===== src/rtl/ess_pkg.sv =====
package ess_pkg;
    // sequence slot byte addresses (register index = slot address, byte address = 4x)
    localparam logic [11:0] SLOT_U1_INSTR   = 12'hE55;
    localparam logic [11:0] SLOT_U1_ADDR_A  = 12'hE56;
    localparam logic [11:0] SLOT_U1_ADDR_B  = 12'hE57;
    localparam logic [11:0] SLOT_U2_INSTR   = 12'hE58;
    localparam logic [11:0] SLOT_U2_ADDR_A  = 12'hE59;
    localparam logic [11:0] SLOT_U2_ADDR_B  = 12'hE5A;
    localparam logic [11:0] SLOT_U3_INSTR   = 12'hE5B;
    localparam logic [11:0] SLOT_U3_ADDR_A  = 12'hE5C;
    localparam logic [11:0] SLOT_U3_ADDR_B  = 12'hE5D;
    localparam logic [11:0] SLOT_END        = 12'hE5E;
    localparam int          SLOT_COUNT      = 10;
    // control and status registers
    localparam logic [11:0] REG_CTRL        = 12'hE70;
    localparam logic [11:0] REG_STATUS      = 12'hE71;
    localparam logic [11:0] REG_PTR_LO      = 12'hE72;
    localparam logic [11:0] REG_PTR_HI      = 12'hE73;
    localparam int          CTRL_START_BIT  = 0;
    localparam int          STAT_BUSY_BIT   = 0;
    localparam int          STAT_DONE_BIT   = 1;
    // slot reset values
    localparam logic [7:0]  RST_U1_INSTR    = 8'h04;
    localparam logic [7:0]  RST_U1_ADDR_A   = 8'h0A;
    localparam logic [7:0]  RST_U1_ADDR_B   = 8'h40;
    localparam logic [7:0]  RST_U2_INSTR    = 8'h04;
    localparam logic [7:0]  RST_U2_ADDR_A   = 8'h0A;
    localparam logic [7:0]  RST_U2_ADDR_B   = 8'h60;
    localparam logic [7:0]  RST_U3_INSTR    = 8'h04;
    localparam logic [7:0]  RST_U3_ADDR_A   = 8'h0A;
    localparam logic [7:0]  RST_U3_ADDR_B   = 8'h80;
    localparam logic [7:0]  RST_END         = 8'hFF;
    // instruction encodings
    localparam logic [7:0]  INSTR_END       = 8'hFF;
    localparam logic [7:0]  INSTR_PAUSE     = 8'hFE;
    localparam logic [7:0]  INSTR_DATA_MAX  = 8'h7F;
    localparam int          CRC_BYTES       = 4;
    localparam logic [31:0] CRC_POLY        = 32'hEDB88320;
    localparam logic [31:0] CRC_INIT        = 32'hFFFFFFFF;
    localparam int          FIFO_DEPTH      = 8;
    localparam int          EE_ADDR_W       = 16;

    typedef enum logic [9:0] {
        ESS_IDLE    = 10'b0000000001,
        ESS_FETCH   = 10'b0000000010,
        ESS_DECODE  = 10'b0000000100,
        ESS_ADDR_A  = 10'b0000001000,
        ESS_ADDR_B  = 10'b0000010000,
        ESS_MAPREQ  = 10'b0000100000,
        ESS_MAPWAIT = 10'b0001000000,
        ESS_CRC     = 10'b0010000000,
        ESS_SKIP    = 10'b0100000000,
        ESS_FINISH  = 10'b1000000000
    } ess_state_t;
endpackage


===== src/rtl/ess_store_seq.sv =====
// The Avalon-MM register port was decided locally.
`timescale 1ns/1ns
// What this block does
// - data instruction byte N moves N plus one bytes
// - two bytes after a data instruction form the 16-bit map start address
// - write the instruction byte to EEPROM first, pointer plus one
// - then write both address bytes, pointer plus two
// - then copy count bytes from consecutive map addresses, pointer plus count
// - slot 0x0E55 defaults to five bytes from 0x0A40
// - slot 0x0E58 defaults to five bytes from 0x0A60
// - slot 0x0E5B defaults to 0x04, five bytes from 0x0A80
// - end writes byte plus CRC-32, pointer to zero; pause advances pointer
module ess_store_seq
    import ess_pkg::*;
(
    // clock and reset
    input  wire logic        CLK,
    input  wire logic        RST_N,
    // avalon-mm register slave
    input  wire logic [13:0] AVS_ADDRESS,
    input  wire logic        AVS_READ,
    input  wire logic        AVS_WRITE,
    input  wire logic [31:0] AVS_WRITEDATA,
    input  wire logic [3:0]  AVS_BYTEENABLE,
    output logic [31:0]      AVS_READDATA,
    output logic             AVS_WAITREQUEST,
    // register map read port
    output logic             MAP_RD,
    output logic [15:0]      MAP_ADDR,
    input  wire logic        MAP_ACK,
    input  wire logic [7:0]  MAP_DATA,
    // eeprom byte stream out
    output logic             EE_VALID,
    input  wire logic        EE_READY,
    output logic [15:0]      EE_ADDR,
    output logic [7:0]       EE_DATA
);
    // sequence slots, packed one byte each
    logic [7:0]       slot [SLOT_COUNT];
    logic [7:0]       next_slot [SLOT_COUNT];
    ess_state_t       state;
    ess_state_t       next_state;
    logic [3:0]       sidx;
    logic [3:0]       next_sidx;
    logic [7:0]       instr;
    logic [7:0]       next_instr;
    logic [8:0]       remain;
    logic [8:0]       next_remain;
    logic [15:0]      map_ptr;
    logic [15:0]      next_map_ptr;
    logic [15:0]      ee_ptr;
    logic [15:0]      next_ee_ptr;
    logic [31:0]      crc;
    logic [31:0]      next_crc;
    logic [2:0]       crc_cnt;
    logic [2:0]       next_crc_cnt;
    logic             done;
    logic             next_done;
    logic             map_rd;
    logic             next_map_rd;
    logic [31:0]      rdata;
    logic [31:0]      next_rdata;
    logic             wait_q;
    logic             next_wait_q;
    logic             waitreq;
    logic             next_waitreq;
    logic             start;
    logic [11:0]      reg_idx;
    logic             push;
    logic [7:0]       push_byte;
    logic             f_ready;
    logic             f_valid;
    logic [23:0]      f_data;
    logic             ee_valid;
    logic             next_ee_valid;
    logic [23:0]      ee_word;
    logic [23:0]      next_ee_word;

    assign reg_idx = AVS_ADDRESS[13:2];

    // crc-32 update of one byte, lsb first
    function automatic logic [31:0] crc_byte(input logic [31:0] c, input logic [7:0] d);
        logic [31:0] r;
        r = c ^ {24'h000000, d};
        for (int i = 0; i < 8; i++) begin
            r = r[0] ? ((r >> 1) ^ CRC_POLY) : (r >> 1);
        end
        return r;
    endfunction

    // bus slave: one wait cycle, answer on second edge
    always_comb begin
        next_wait_q = 1'b0;
        next_rdata  = rdata;
        start       = 1'b0;
        for (int i = 0; i < SLOT_COUNT; i++) begin
            next_slot[i] = slot[i];
        end
        if ((AVS_READ || AVS_WRITE) && wait_q) begin
            next_wait_q = 1'b0;
        end else if (AVS_READ || AVS_WRITE) begin
            next_wait_q = 1'b1;
        end
        next_waitreq = !next_wait_q; // low only on the accept cycle
        if (AVS_READ && !wait_q) begin
            next_rdata = 32'h00000000;
            if (reg_idx >= SLOT_U1_INSTR && reg_idx < SLOT_U1_INSTR + 12'(SLOT_COUNT)) begin
                next_rdata[7:0] = slot[4'(reg_idx - SLOT_U1_INSTR)];
            end else if (reg_idx == REG_STATUS) begin
                next_rdata[STAT_BUSY_BIT] = (state != ESS_IDLE);
                next_rdata[STAT_DONE_BIT] = done;
            end else if (reg_idx == REG_PTR_LO) begin
                next_rdata[7:0] = ee_ptr[7:0];
            end else if (reg_idx == REG_PTR_HI) begin
                next_rdata[7:0] = ee_ptr[15:8];
            end
        end
        if (AVS_WRITE && wait_q && AVS_BYTEENABLE[0]) begin
            if (reg_idx >= SLOT_U1_INSTR && reg_idx < SLOT_U1_INSTR + 12'(SLOT_COUNT)
                    && state == ESS_IDLE) begin
                next_slot[4'(reg_idx - SLOT_U1_INSTR)] = AVS_WRITEDATA[7:0];
            end else if (reg_idx == REG_CTRL) begin
                start = AVS_WRITEDATA[CTRL_START_BIT];
            end
        end
    end

    // bus slave and slot registers
    always_ff @(posedge CLK or negedge RST_N) begin
        if (!RST_N) begin
            wait_q  <= 1'b0;
            waitreq <= 1'b1;
            rdata   <= 32'h00000000;
            slot[0] <= RST_U1_INSTR;
            slot[1] <= RST_U1_ADDR_A;
            slot[2] <= RST_U1_ADDR_B;
            slot[3] <= RST_U2_INSTR;
            slot[4] <= RST_U2_ADDR_A;
            slot[5] <= RST_U2_ADDR_B;
            slot[6] <= RST_U3_INSTR;
            slot[7] <= RST_U3_ADDR_A;
            slot[8] <= RST_U3_ADDR_B;
            slot[9] <= RST_END;
        end else begin
            wait_q <= next_wait_q;
            waitreq <= next_waitreq;
            rdata  <= next_rdata;
            for (int i = 0; i < SLOT_COUNT; i++) begin
                slot[i] <= next_slot[i];
            end
        end
    end

    // sequencer next state
    always_comb begin
        next_state   = state;
        next_sidx    = sidx;
        next_instr   = instr;
        next_remain  = remain;
        next_map_ptr = map_ptr;
        next_ee_ptr  = ee_ptr;
        next_crc     = crc;
        next_crc_cnt = crc_cnt;
        next_done    = done;
        next_map_rd  = 1'b0;
        push         = 1'b0;
        push_byte    = 8'h00;
        case (state)
            ESS_IDLE: begin
                if (start) begin
                    next_sidx  = 4'h0;
                    next_crc   = CRC_INIT;
                    next_done  = 1'b0;
                    next_state = ESS_FETCH;
                end
            end
            ESS_FETCH: begin
                if (sidx >= 4'(SLOT_COUNT)) begin
                    next_state = ESS_FINISH; // runaway sequence stops here
                end else begin
                    next_instr = slot[sidx];
                    next_state = ESS_DECODE;
                end
            end
            ESS_DECODE: begin
                if (f_ready) begin
                    push      = 1'b1;
                    push_byte = instr;
                    next_ee_ptr = ee_ptr + 16'h0001;
                    next_crc  = crc_byte(crc, instr);
                    next_sidx = sidx + 4'h1;
                    if (instr == INSTR_END || instr == INSTR_PAUSE) begin
                        next_crc_cnt = 3'h0;
                        next_state   = ESS_CRC;
                    end else if (instr <= INSTR_DATA_MAX) begin
                        next_remain = {1'b0, instr} + 9'h001;
                        next_state  = ESS_ADDR_A;
                    end else begin
                        next_state = ESS_FETCH;
                    end
                end
            end
            ESS_ADDR_A, ESS_ADDR_B: begin
                if (f_ready) begin
                    push        = 1'b1;
                    push_byte   = slot[sidx];
                    next_ee_ptr = ee_ptr + 16'h0001;
                    next_crc    = crc_byte(crc, slot[sidx]);
                    next_sidx   = sidx + 4'h1;
                    if (state == ESS_ADDR_A) begin
                        next_map_ptr[15:8] = slot[sidx];
                        next_state         = ESS_ADDR_B;
                    end else begin
                        next_map_ptr[7:0] = slot[sidx];
                        next_state        = ESS_MAPREQ;
                    end
                end
            end
            ESS_MAPREQ: begin
                if (f_ready) begin
                    next_map_rd = 1'b1;
                    next_state  = ESS_MAPWAIT;
                end
            end
            ESS_MAPWAIT: begin
                next_map_rd = map_rd && !MAP_ACK;
                if (MAP_ACK) begin
                    push         = 1'b1;
                    push_byte    = MAP_DATA;
                    next_ee_ptr  = ee_ptr + 16'h0001;
                    next_map_ptr = map_ptr + 16'h0001;
                    next_crc     = crc_byte(crc, MAP_DATA);
                    next_remain  = remain - 9'h001;
                    next_state   = (remain == 9'h001) ? ESS_FETCH : ESS_MAPREQ;
                end
            end
            ESS_CRC: begin
                if (f_ready) begin
                    push         = 1'b1;
                    push_byte    = ~crc[8*crc_cnt[1:0] +: 8];
                    next_ee_ptr  = ee_ptr + 16'h0001;
                    next_crc_cnt = crc_cnt + 3'h1;
                    if (crc_cnt == 3'(CRC_BYTES - 1)) begin
                        next_state = ESS_FINISH;
                    end
                end
            end
            ESS_FINISH: begin
                if (instr == INSTR_END) begin
                    next_ee_ptr = 16'h0000;
                end
                next_done  = 1'b1;
                next_state = ESS_IDLE;
            end
            default: begin
                next_state = ESS_IDLE;
            end
        endcase
    end

    // sequencer registers
    always_ff @(posedge CLK or negedge RST_N) begin
        if (!RST_N) begin
            state   <= ESS_IDLE;
            sidx    <= 4'h0;
            instr   <= 8'h00;
            remain  <= 9'h000;
            map_ptr <= 16'h0000;
            ee_ptr  <= 16'h0000;
            crc     <= CRC_INIT;
            crc_cnt <= 3'h0;
            done    <= 1'b0;
            map_rd  <= 1'b0;
        end else begin
            state   <= next_state;
            sidx    <= next_sidx;
            instr   <= next_instr;
            remain  <= next_remain;
            map_ptr <= next_map_ptr;
            ee_ptr  <= next_ee_ptr;
            crc     <= next_crc;
            crc_cnt <= next_crc_cnt;
            done    <= next_done;
            map_rd  <= next_map_rd;
        end
    end

    // byte buffer toward the eeprom writer, tagged with its eeprom address
    ess_fifo #(
        .WIDTH (24),
        .DEPTH (FIFO_DEPTH)
    ) u_fifo (
        .clk       (CLK),
        .rst_n     (RST_N),
        .in_valid  (push),
        .in_ready  (f_ready),
        .in_data   ({ee_ptr, push_byte}),
        .out_valid (f_valid),
        .out_ready (!ee_valid || EE_READY),
        .out_data  (f_data)
    );

    // registered output stage
    always_comb begin
        next_ee_valid = ee_valid;
        next_ee_word  = ee_word;
        if (!ee_valid || EE_READY) begin
            next_ee_valid = f_valid;
            next_ee_word  = f_data;
        end
    end

    always_ff @(posedge CLK or negedge RST_N) begin
        if (!RST_N) begin
            ee_valid <= 1'b0;
            ee_word  <= 24'h000000;
        end else begin
            ee_valid <= next_ee_valid;
            ee_word  <= next_ee_word;
        end
    end

    assign AVS_READDATA    = rdata;
    assign AVS_WAITREQUEST = waitreq;
    assign MAP_RD          = map_rd;
    assign MAP_ADDR        = map_ptr;
    assign EE_VALID        = ee_valid;
    assign EE_ADDR         = ee_word[23:8];
    assign EE_DATA         = ee_word[7:0];
endmodule // ess_store_seq


===== src/rtl/ess_fifo.sv =====
`timescale 1ns/1ns
module ess_fifo #(
    parameter int WIDTH = 24,
    parameter int DEPTH = 8
) (
    // clock and reset
    input  wire logic             clk,
    input  wire logic             rst_n,
    // fill side
    input  wire logic             in_valid,
    output logic                  in_ready,
    input  wire logic [WIDTH-1:0] in_data,
    // drain side
    output logic                  out_valid,
    input  wire logic             out_ready,
    output logic [WIDTH-1:0]      out_data
);
    localparam int AW = $clog2(DEPTH);

    logic [WIDTH-1:0] mem [DEPTH];
    logic [AW-1:0]    wr_ptr;
    logic [AW-1:0]    rd_ptr;
    logic [AW:0]      count;
    logic [AW-1:0]    next_wr_ptr;
    logic [AW-1:0]    next_rd_ptr;
    logic [AW:0]      next_count;
    logic             push;
    logic             pop;

    // handshake and pointer arithmetic
    always_comb begin
        push        = in_valid && (count != (AW+1)'(DEPTH));
        pop         = (count != '0) && out_ready;
        next_wr_ptr = push ? ((wr_ptr == AW'(DEPTH - 1)) ? '0 : wr_ptr + AW'(1)) : wr_ptr;
        next_rd_ptr = pop ? ((rd_ptr == AW'(DEPTH - 1)) ? '0 : rd_ptr + AW'(1)) : rd_ptr;
        next_count  = count + (AW+1)'(push) - (AW+1)'(pop);
    end

    // pointer registers
    always_ff @(posedge clk or negedge rst_n) begin
        if (!rst_n) begin
            wr_ptr <= '0;
            rd_ptr <= '0;
            count  <= '0;
        end else begin
            wr_ptr <= next_wr_ptr;
            rd_ptr <= next_rd_ptr;
            count  <= next_count;
        end
    end

    // storage, no reset needed
    always_ff @(posedge clk) begin
        if (push) begin
            mem[wr_ptr] <= in_data;
        end
    end

    assign in_ready  = (count != (AW+1)'(DEPTH));
    assign out_valid = (count != '0);
    assign out_data  = mem[rd_ptr];
endmodule // ess_fifo


===== config.mk =====
export PLATFORM = sky130hd
export DESIGN_NAME = ess_store_seq
export DESIGN_NICKNAME = d
export VERILOG_FILES = /design/src/rtl/ess_pkg.sv /design/src/rtl/ess_store_seq.sv /design/src/rtl/ess_fifo.sv
export SDC_FILE = /design/constraint.sdc
export NUM_CORES = 1
export LEC_CHECK = 0
export BUFFER_PORTS_ARGS = -buffer_cell sky130_fd_sc_hd__clkbuf_2
export CORE_MARGIN = 2
export CORE_UTILIZATION = 45
export CTS_CLUSTER_DIAMETER = 30
export CTS_CLUSTER_SIZE = 28
export DETAILED_ROUTE_END_ITERATION = 12
export PLACE_DENSITY_LB_ADDON = 0.2
export SLEW_MARGIN = 5
export SYNTH_ARGS = -nofsm -noshare
export SYNTH_HDL_FRONTEND = slang
export SYNTH_SLANG_ARGS = --single-unit

===== constraint.sdc =====
create_clock -name CLK -period 4.41 [get_ports CLK]
set_clock_uncertainty 0.1 [all_clocks]
set_input_delay 0 -clock CLK [delete_from_list [all_inputs] [get_ports CLK]]
set_output_delay 0 -clock CLK [all_outputs]
set_load 0.05 [all_outputs]

==> qor.csv <==
stage,metric,value,unit
power_and_ir_drop,Max VDD drop,0.295,mV
cts,clock sink total,416,
critical_path,critical path's largest stage delay,0.79,ns
place,Area after DPL,22900,sq um
critical_path,Critical-path top delay cell,dfrtp_1,
run,max cap viols,0,
timing,"Hold Violations, Final",0,
finish,share of post-route cells with drive strength above 1,0.278,
place,Final HPWL DP,35800,um
grt,Tot GR Track Use,0.228,
timing,worst slew pin tran,1.02,ns
timing,Tcrit/Tclk final,0.840,
logic_synthesis,largest family of logic cells by synthesized area,multiplexers,
die,I/O Pins,139,
drt,DRC viols,0,
die,num rows,80,
grt,first-pass GRT wire length,88000,um
drt,number of iterations in the first detailed-routing pass,5,
drt,final wirelength,55700,um
logic_synthesis,xor-xnor portion of the synthesized cell area,0.0944,
timing,RSZ-0062 raised after global routing,no,
cts,Root Driver,clkbuf_16,
grt,global route overflow,0,
logic_synthesis,Syn Area/Cell,12.6,sq um
critical_path,Crit. End Element,flip-flop,
cts,total CTS buffers,94,
logic_synthesis,main flop type after synthesis,edfxtp_1,
outcome,status,completed,
drt,wire per inst,21.6,um
cts,H-tree Lvls,3,
die,Chip Width,224,um
die,die height,224,um
timing,final number of setup-violating endpoints,0,
logic_synthesis,Yosys reg bits,416,
grt,antenna violations before repair,1,
finish,ant diodes,0,
power_and_ir_drop,switching share of power,0.265,
drt,post-route antenna net violation count,0,
logic_synthesis,Post-Synth Adder-Cell Area,0.0153,
die,CORE AREA,47700,sq um
drt,DR iter-0 viols,1109,
timing,Final Max Tran Viols,0,
finish,final non-filler cell total,2583,
logic_synthesis,mux cell area share after synthesis,0.161,
critical_path,most frequent CP cell,xnor2_1,
cts,register clock-pin slew on the reported worst setup and hold paths,0.05,ns
critical_path,"critical path fanouts, max",15,
logic_synthesis,"Seq/Total Area, Yosys",0.525,
logic_synthesis,Ys Warns,0,
die,die area,50200,sq um
finish,Area Overhead vs Synth,21.7,%
logic_synthesis,async set-reset flop share out of synthesis,0.538,
logic_synthesis,Compound-Gate Fraction of Synth Area,0.0917,
place,IO buf count,85,
cts,CTS tree,done,
place,Cells after DPL,2376,
finish,most frequent cells in the layout,"edfxtp_1, dfrtp_1, xnor2_1",
grt,largest net degree at the start of global routing,102,
drt,vias,14900,
finish,post-route cell area,26500,sq um
cts,Clock Latency Late Sink,0.62,ns
critical_path,crit start category,flip-flop,
finish,Final nets,1976,
timing,"Min Clock Period, post-route",3.71,ns
logic_synthesis,synthesized area,21800,sq um
cts,Longest Clk Path Bufs,3,
power_and_ir_drop,NetSw,3610,uW
power_and_ir_drop,internal power,10000,uW
critical_path,critical path arrival,4.13,ns
critical_path,CP Data Required Time,4.84,ns
drt,Via density,5.75,
critical_path,CP cell instances,mux4_1 > mux2i_1 > o21ai_2 > xor2_2 > xnor2_1 > xor3_1 > xnor2_1 > nor2_1 > o32a_1,
logic_synthesis,Simple-Gate Fraction of Synth Area,0.0795,
hold_path,Hold Path Class,in -> reg,
logic_synthesis,Synth Instances,1729,
timing,highest clock rate,270,MHz
logic_synthesis,Netlist cell types,78,
place,dpl ws,0.788,ns
finish,"commonest non-fill, non-tap cell in the layout",edfxtp_1,
place,Final Wtd Congestion,0.901,
power_and_ir_drop,Comb pwr share,0.136,
cts,Post-CTS Setup Repair Bufs,0,
power_and_ir_drop,leakage power,0.0108,uW
logic_synthesis,Post-synth EDFFs,192,
timing,setup TNS,0,ns
critical_path,Worst Setup Path Type,reg -> reg,
critical_path,crit path buf inv count,0,
power_and_ir_drop,Cell Pwr Density,513,nW/um^2
die,Starting Density,0.456,
grt,number of global-route vias before repair,15100,
power_and_ir_drop,Reg power frac,0.335,
critical_path,"CP delay by family, top",XOR/XNOR gates,
timing,PnR worst setup slack,0.704,ns
power_and_ir_drop,clock power share,0.529,
timing,relative slew slack,0.318,
==> kinds of logic (layout without fill, tap and decap cells) <==
logic type / after synthesis / count (layout)
xor gates and xnor gates: 213 / 213
DFF: 416 / 416
and+or+nand+nor: 380 / 380
buffers and inverters: 151 / 367
other: 1 / 24
adders and majority gates: 26 / 26
AOI/OAI and AO/OA: 307 / 307
muxes: 235 / 235
==> cell type report <==
class                           instances  area [sq um]
Sequential cell                       416         11400
Inverter                               28           105
Multi-Input combinational cell       1185          9770
Timing Repair Buffer                  161          1110
Clock buffer                          125          2670
Tap cell                              615           769
Clock inverter                         53           668
Fill cell                            3896         21200
==> worst min-delay path: stages <==
cell and delay [ns]:
clkbuf_2 0.08, nand2_1 0.04, or3_1 0.14, nor4b_1 0.10
nand4_1 0.23, nand2_1 0.08, o31ai_1 0.06
==> final timing paths <==
kind / from / endpoint / slack, ns / cells past startpoint
max in group asynchronous: RST_N / MAP_ADDR[14] / 3.39 / 3
worst max register to register: sidx[2] / crc[25] / 0.70 / 9
worst min register to register: ee_word[21] / ee_word[21] / 0.37 / 2
worst max-delay path: sidx[2] / crc[25] / 0.70 / 9
worst min-delay path: AVS_ADDRESS[13] / state[0] / 0.05 / 7
min in group asynchronous: RST_N / crc[21] / 0.09 / 2
==> cells in the mapped netlist, types with 3 or more instances <==
cell type,instances,area [sq um]
nor4_1,6,37.5
nor3b_1,5,37.5
a221oi_1,12,105
mux4_2,74,1670
o21a_1,3,22.5
o32a_1,21,210
o31ai_1,9,67.6
xor2_1,58,508
and3_1,18,113
a211oi_1,9,67.6
dfrtp_1,169,4230
clkbuf_1,72,270
a22o_1,6,52.6
nor2b_1,4,25.0
nand2b_1,12,75.1
or3_1,6,37.5
o22ai_1,18,113
o22a_1,12,105
dfstp_2,55,1450
mux2i_1,63,631
buf_2,4,20.0
nand4b_1,4,35.0
nand2_1,123,462
and2_1,9,56.3
edfxtp_1,192,5770
a22oi_1,15,113
xnor2_2,12,195
a21oi_1,68,340
xnor2_1,135,1180
nand3_1,26,130
mux2_1,5,56.3
a31oi_1,16,100
nand4_1,6,37.5
inv_1,28,105
buf_4,24,180
buf_1,17,63.8
ha_1,25,313
nor2_1,133,499
nor3_1,13,65.1
o2bb2ai_1,4,35.0
o21ai_0,96,480
xor2_2,4,65.1
mux2_2,86,968
o22ai_2,3,37.5
mux4_1,7,184
==> through the flow <==
stage                      util  total power [uW]  hold slack [ns]
final                     0.556             13600           0.0543
after global routing      0.556             14100            0.131
after CTS                 0.556             13800           0.0209
after detailed placement  0.480              6480          -0.0597
after global placement    0.480              6450          -0.0615
after floorplan               -              5950           -0.396
==> metal layers <==
layer,wire length [um],GRT usage,part of all wire,up-vias
li1,-,-,-,6719
met1,24700,0.320,0.44,7533
met2,26200,0.357,0.47,495
met3,3360,0.0375,0.060,107
met4,1440,0.0847,0.026,2
met5,13,0,0.00023,-
==> power by group through the flow <==
stage	combinational [uW]	clock (uW)	sequential [uW]
6_report	1850	7210	4560
5_1_grt	2010	7530	4610
4_1_cts	1870	7320	4580
3_5_place_dp	1840	0	4640
3_3_place_gp	1820	0	4630
2_1_floorplan	1250	0	4690
==> repair_timing <==
| action | CTS | global route |
|---|---|---|
| hold buffers | 29 | 0 |
| endpoints found under the hold margin | 346 | 0 |
| resized for setup | 0 | 0 |
==> flip-flops by register name (all words and copies together), names as in the netlist, 3 cells and up <==
| register | cells |
|---|---|
| u_fifo.wr_ptr | 3 |
| ee_word | 24 |
| ee_ptr | 16 |
| sidx | 4 |
| remain | 9 |
| MAP_ADDR | 16 |
| crc_cnt | 3 |
| u_fifo.rd_ptr | 3 |
| slot | 80 |
| state | 9 |
| AVS_READDATA | 8 |
| u_fifo.count | 4 |
| crc | 32 |
| instr | 8 |
| u_fifo.mem | 192 |
No activity file was read; power rests on OpenSTA's default activity.
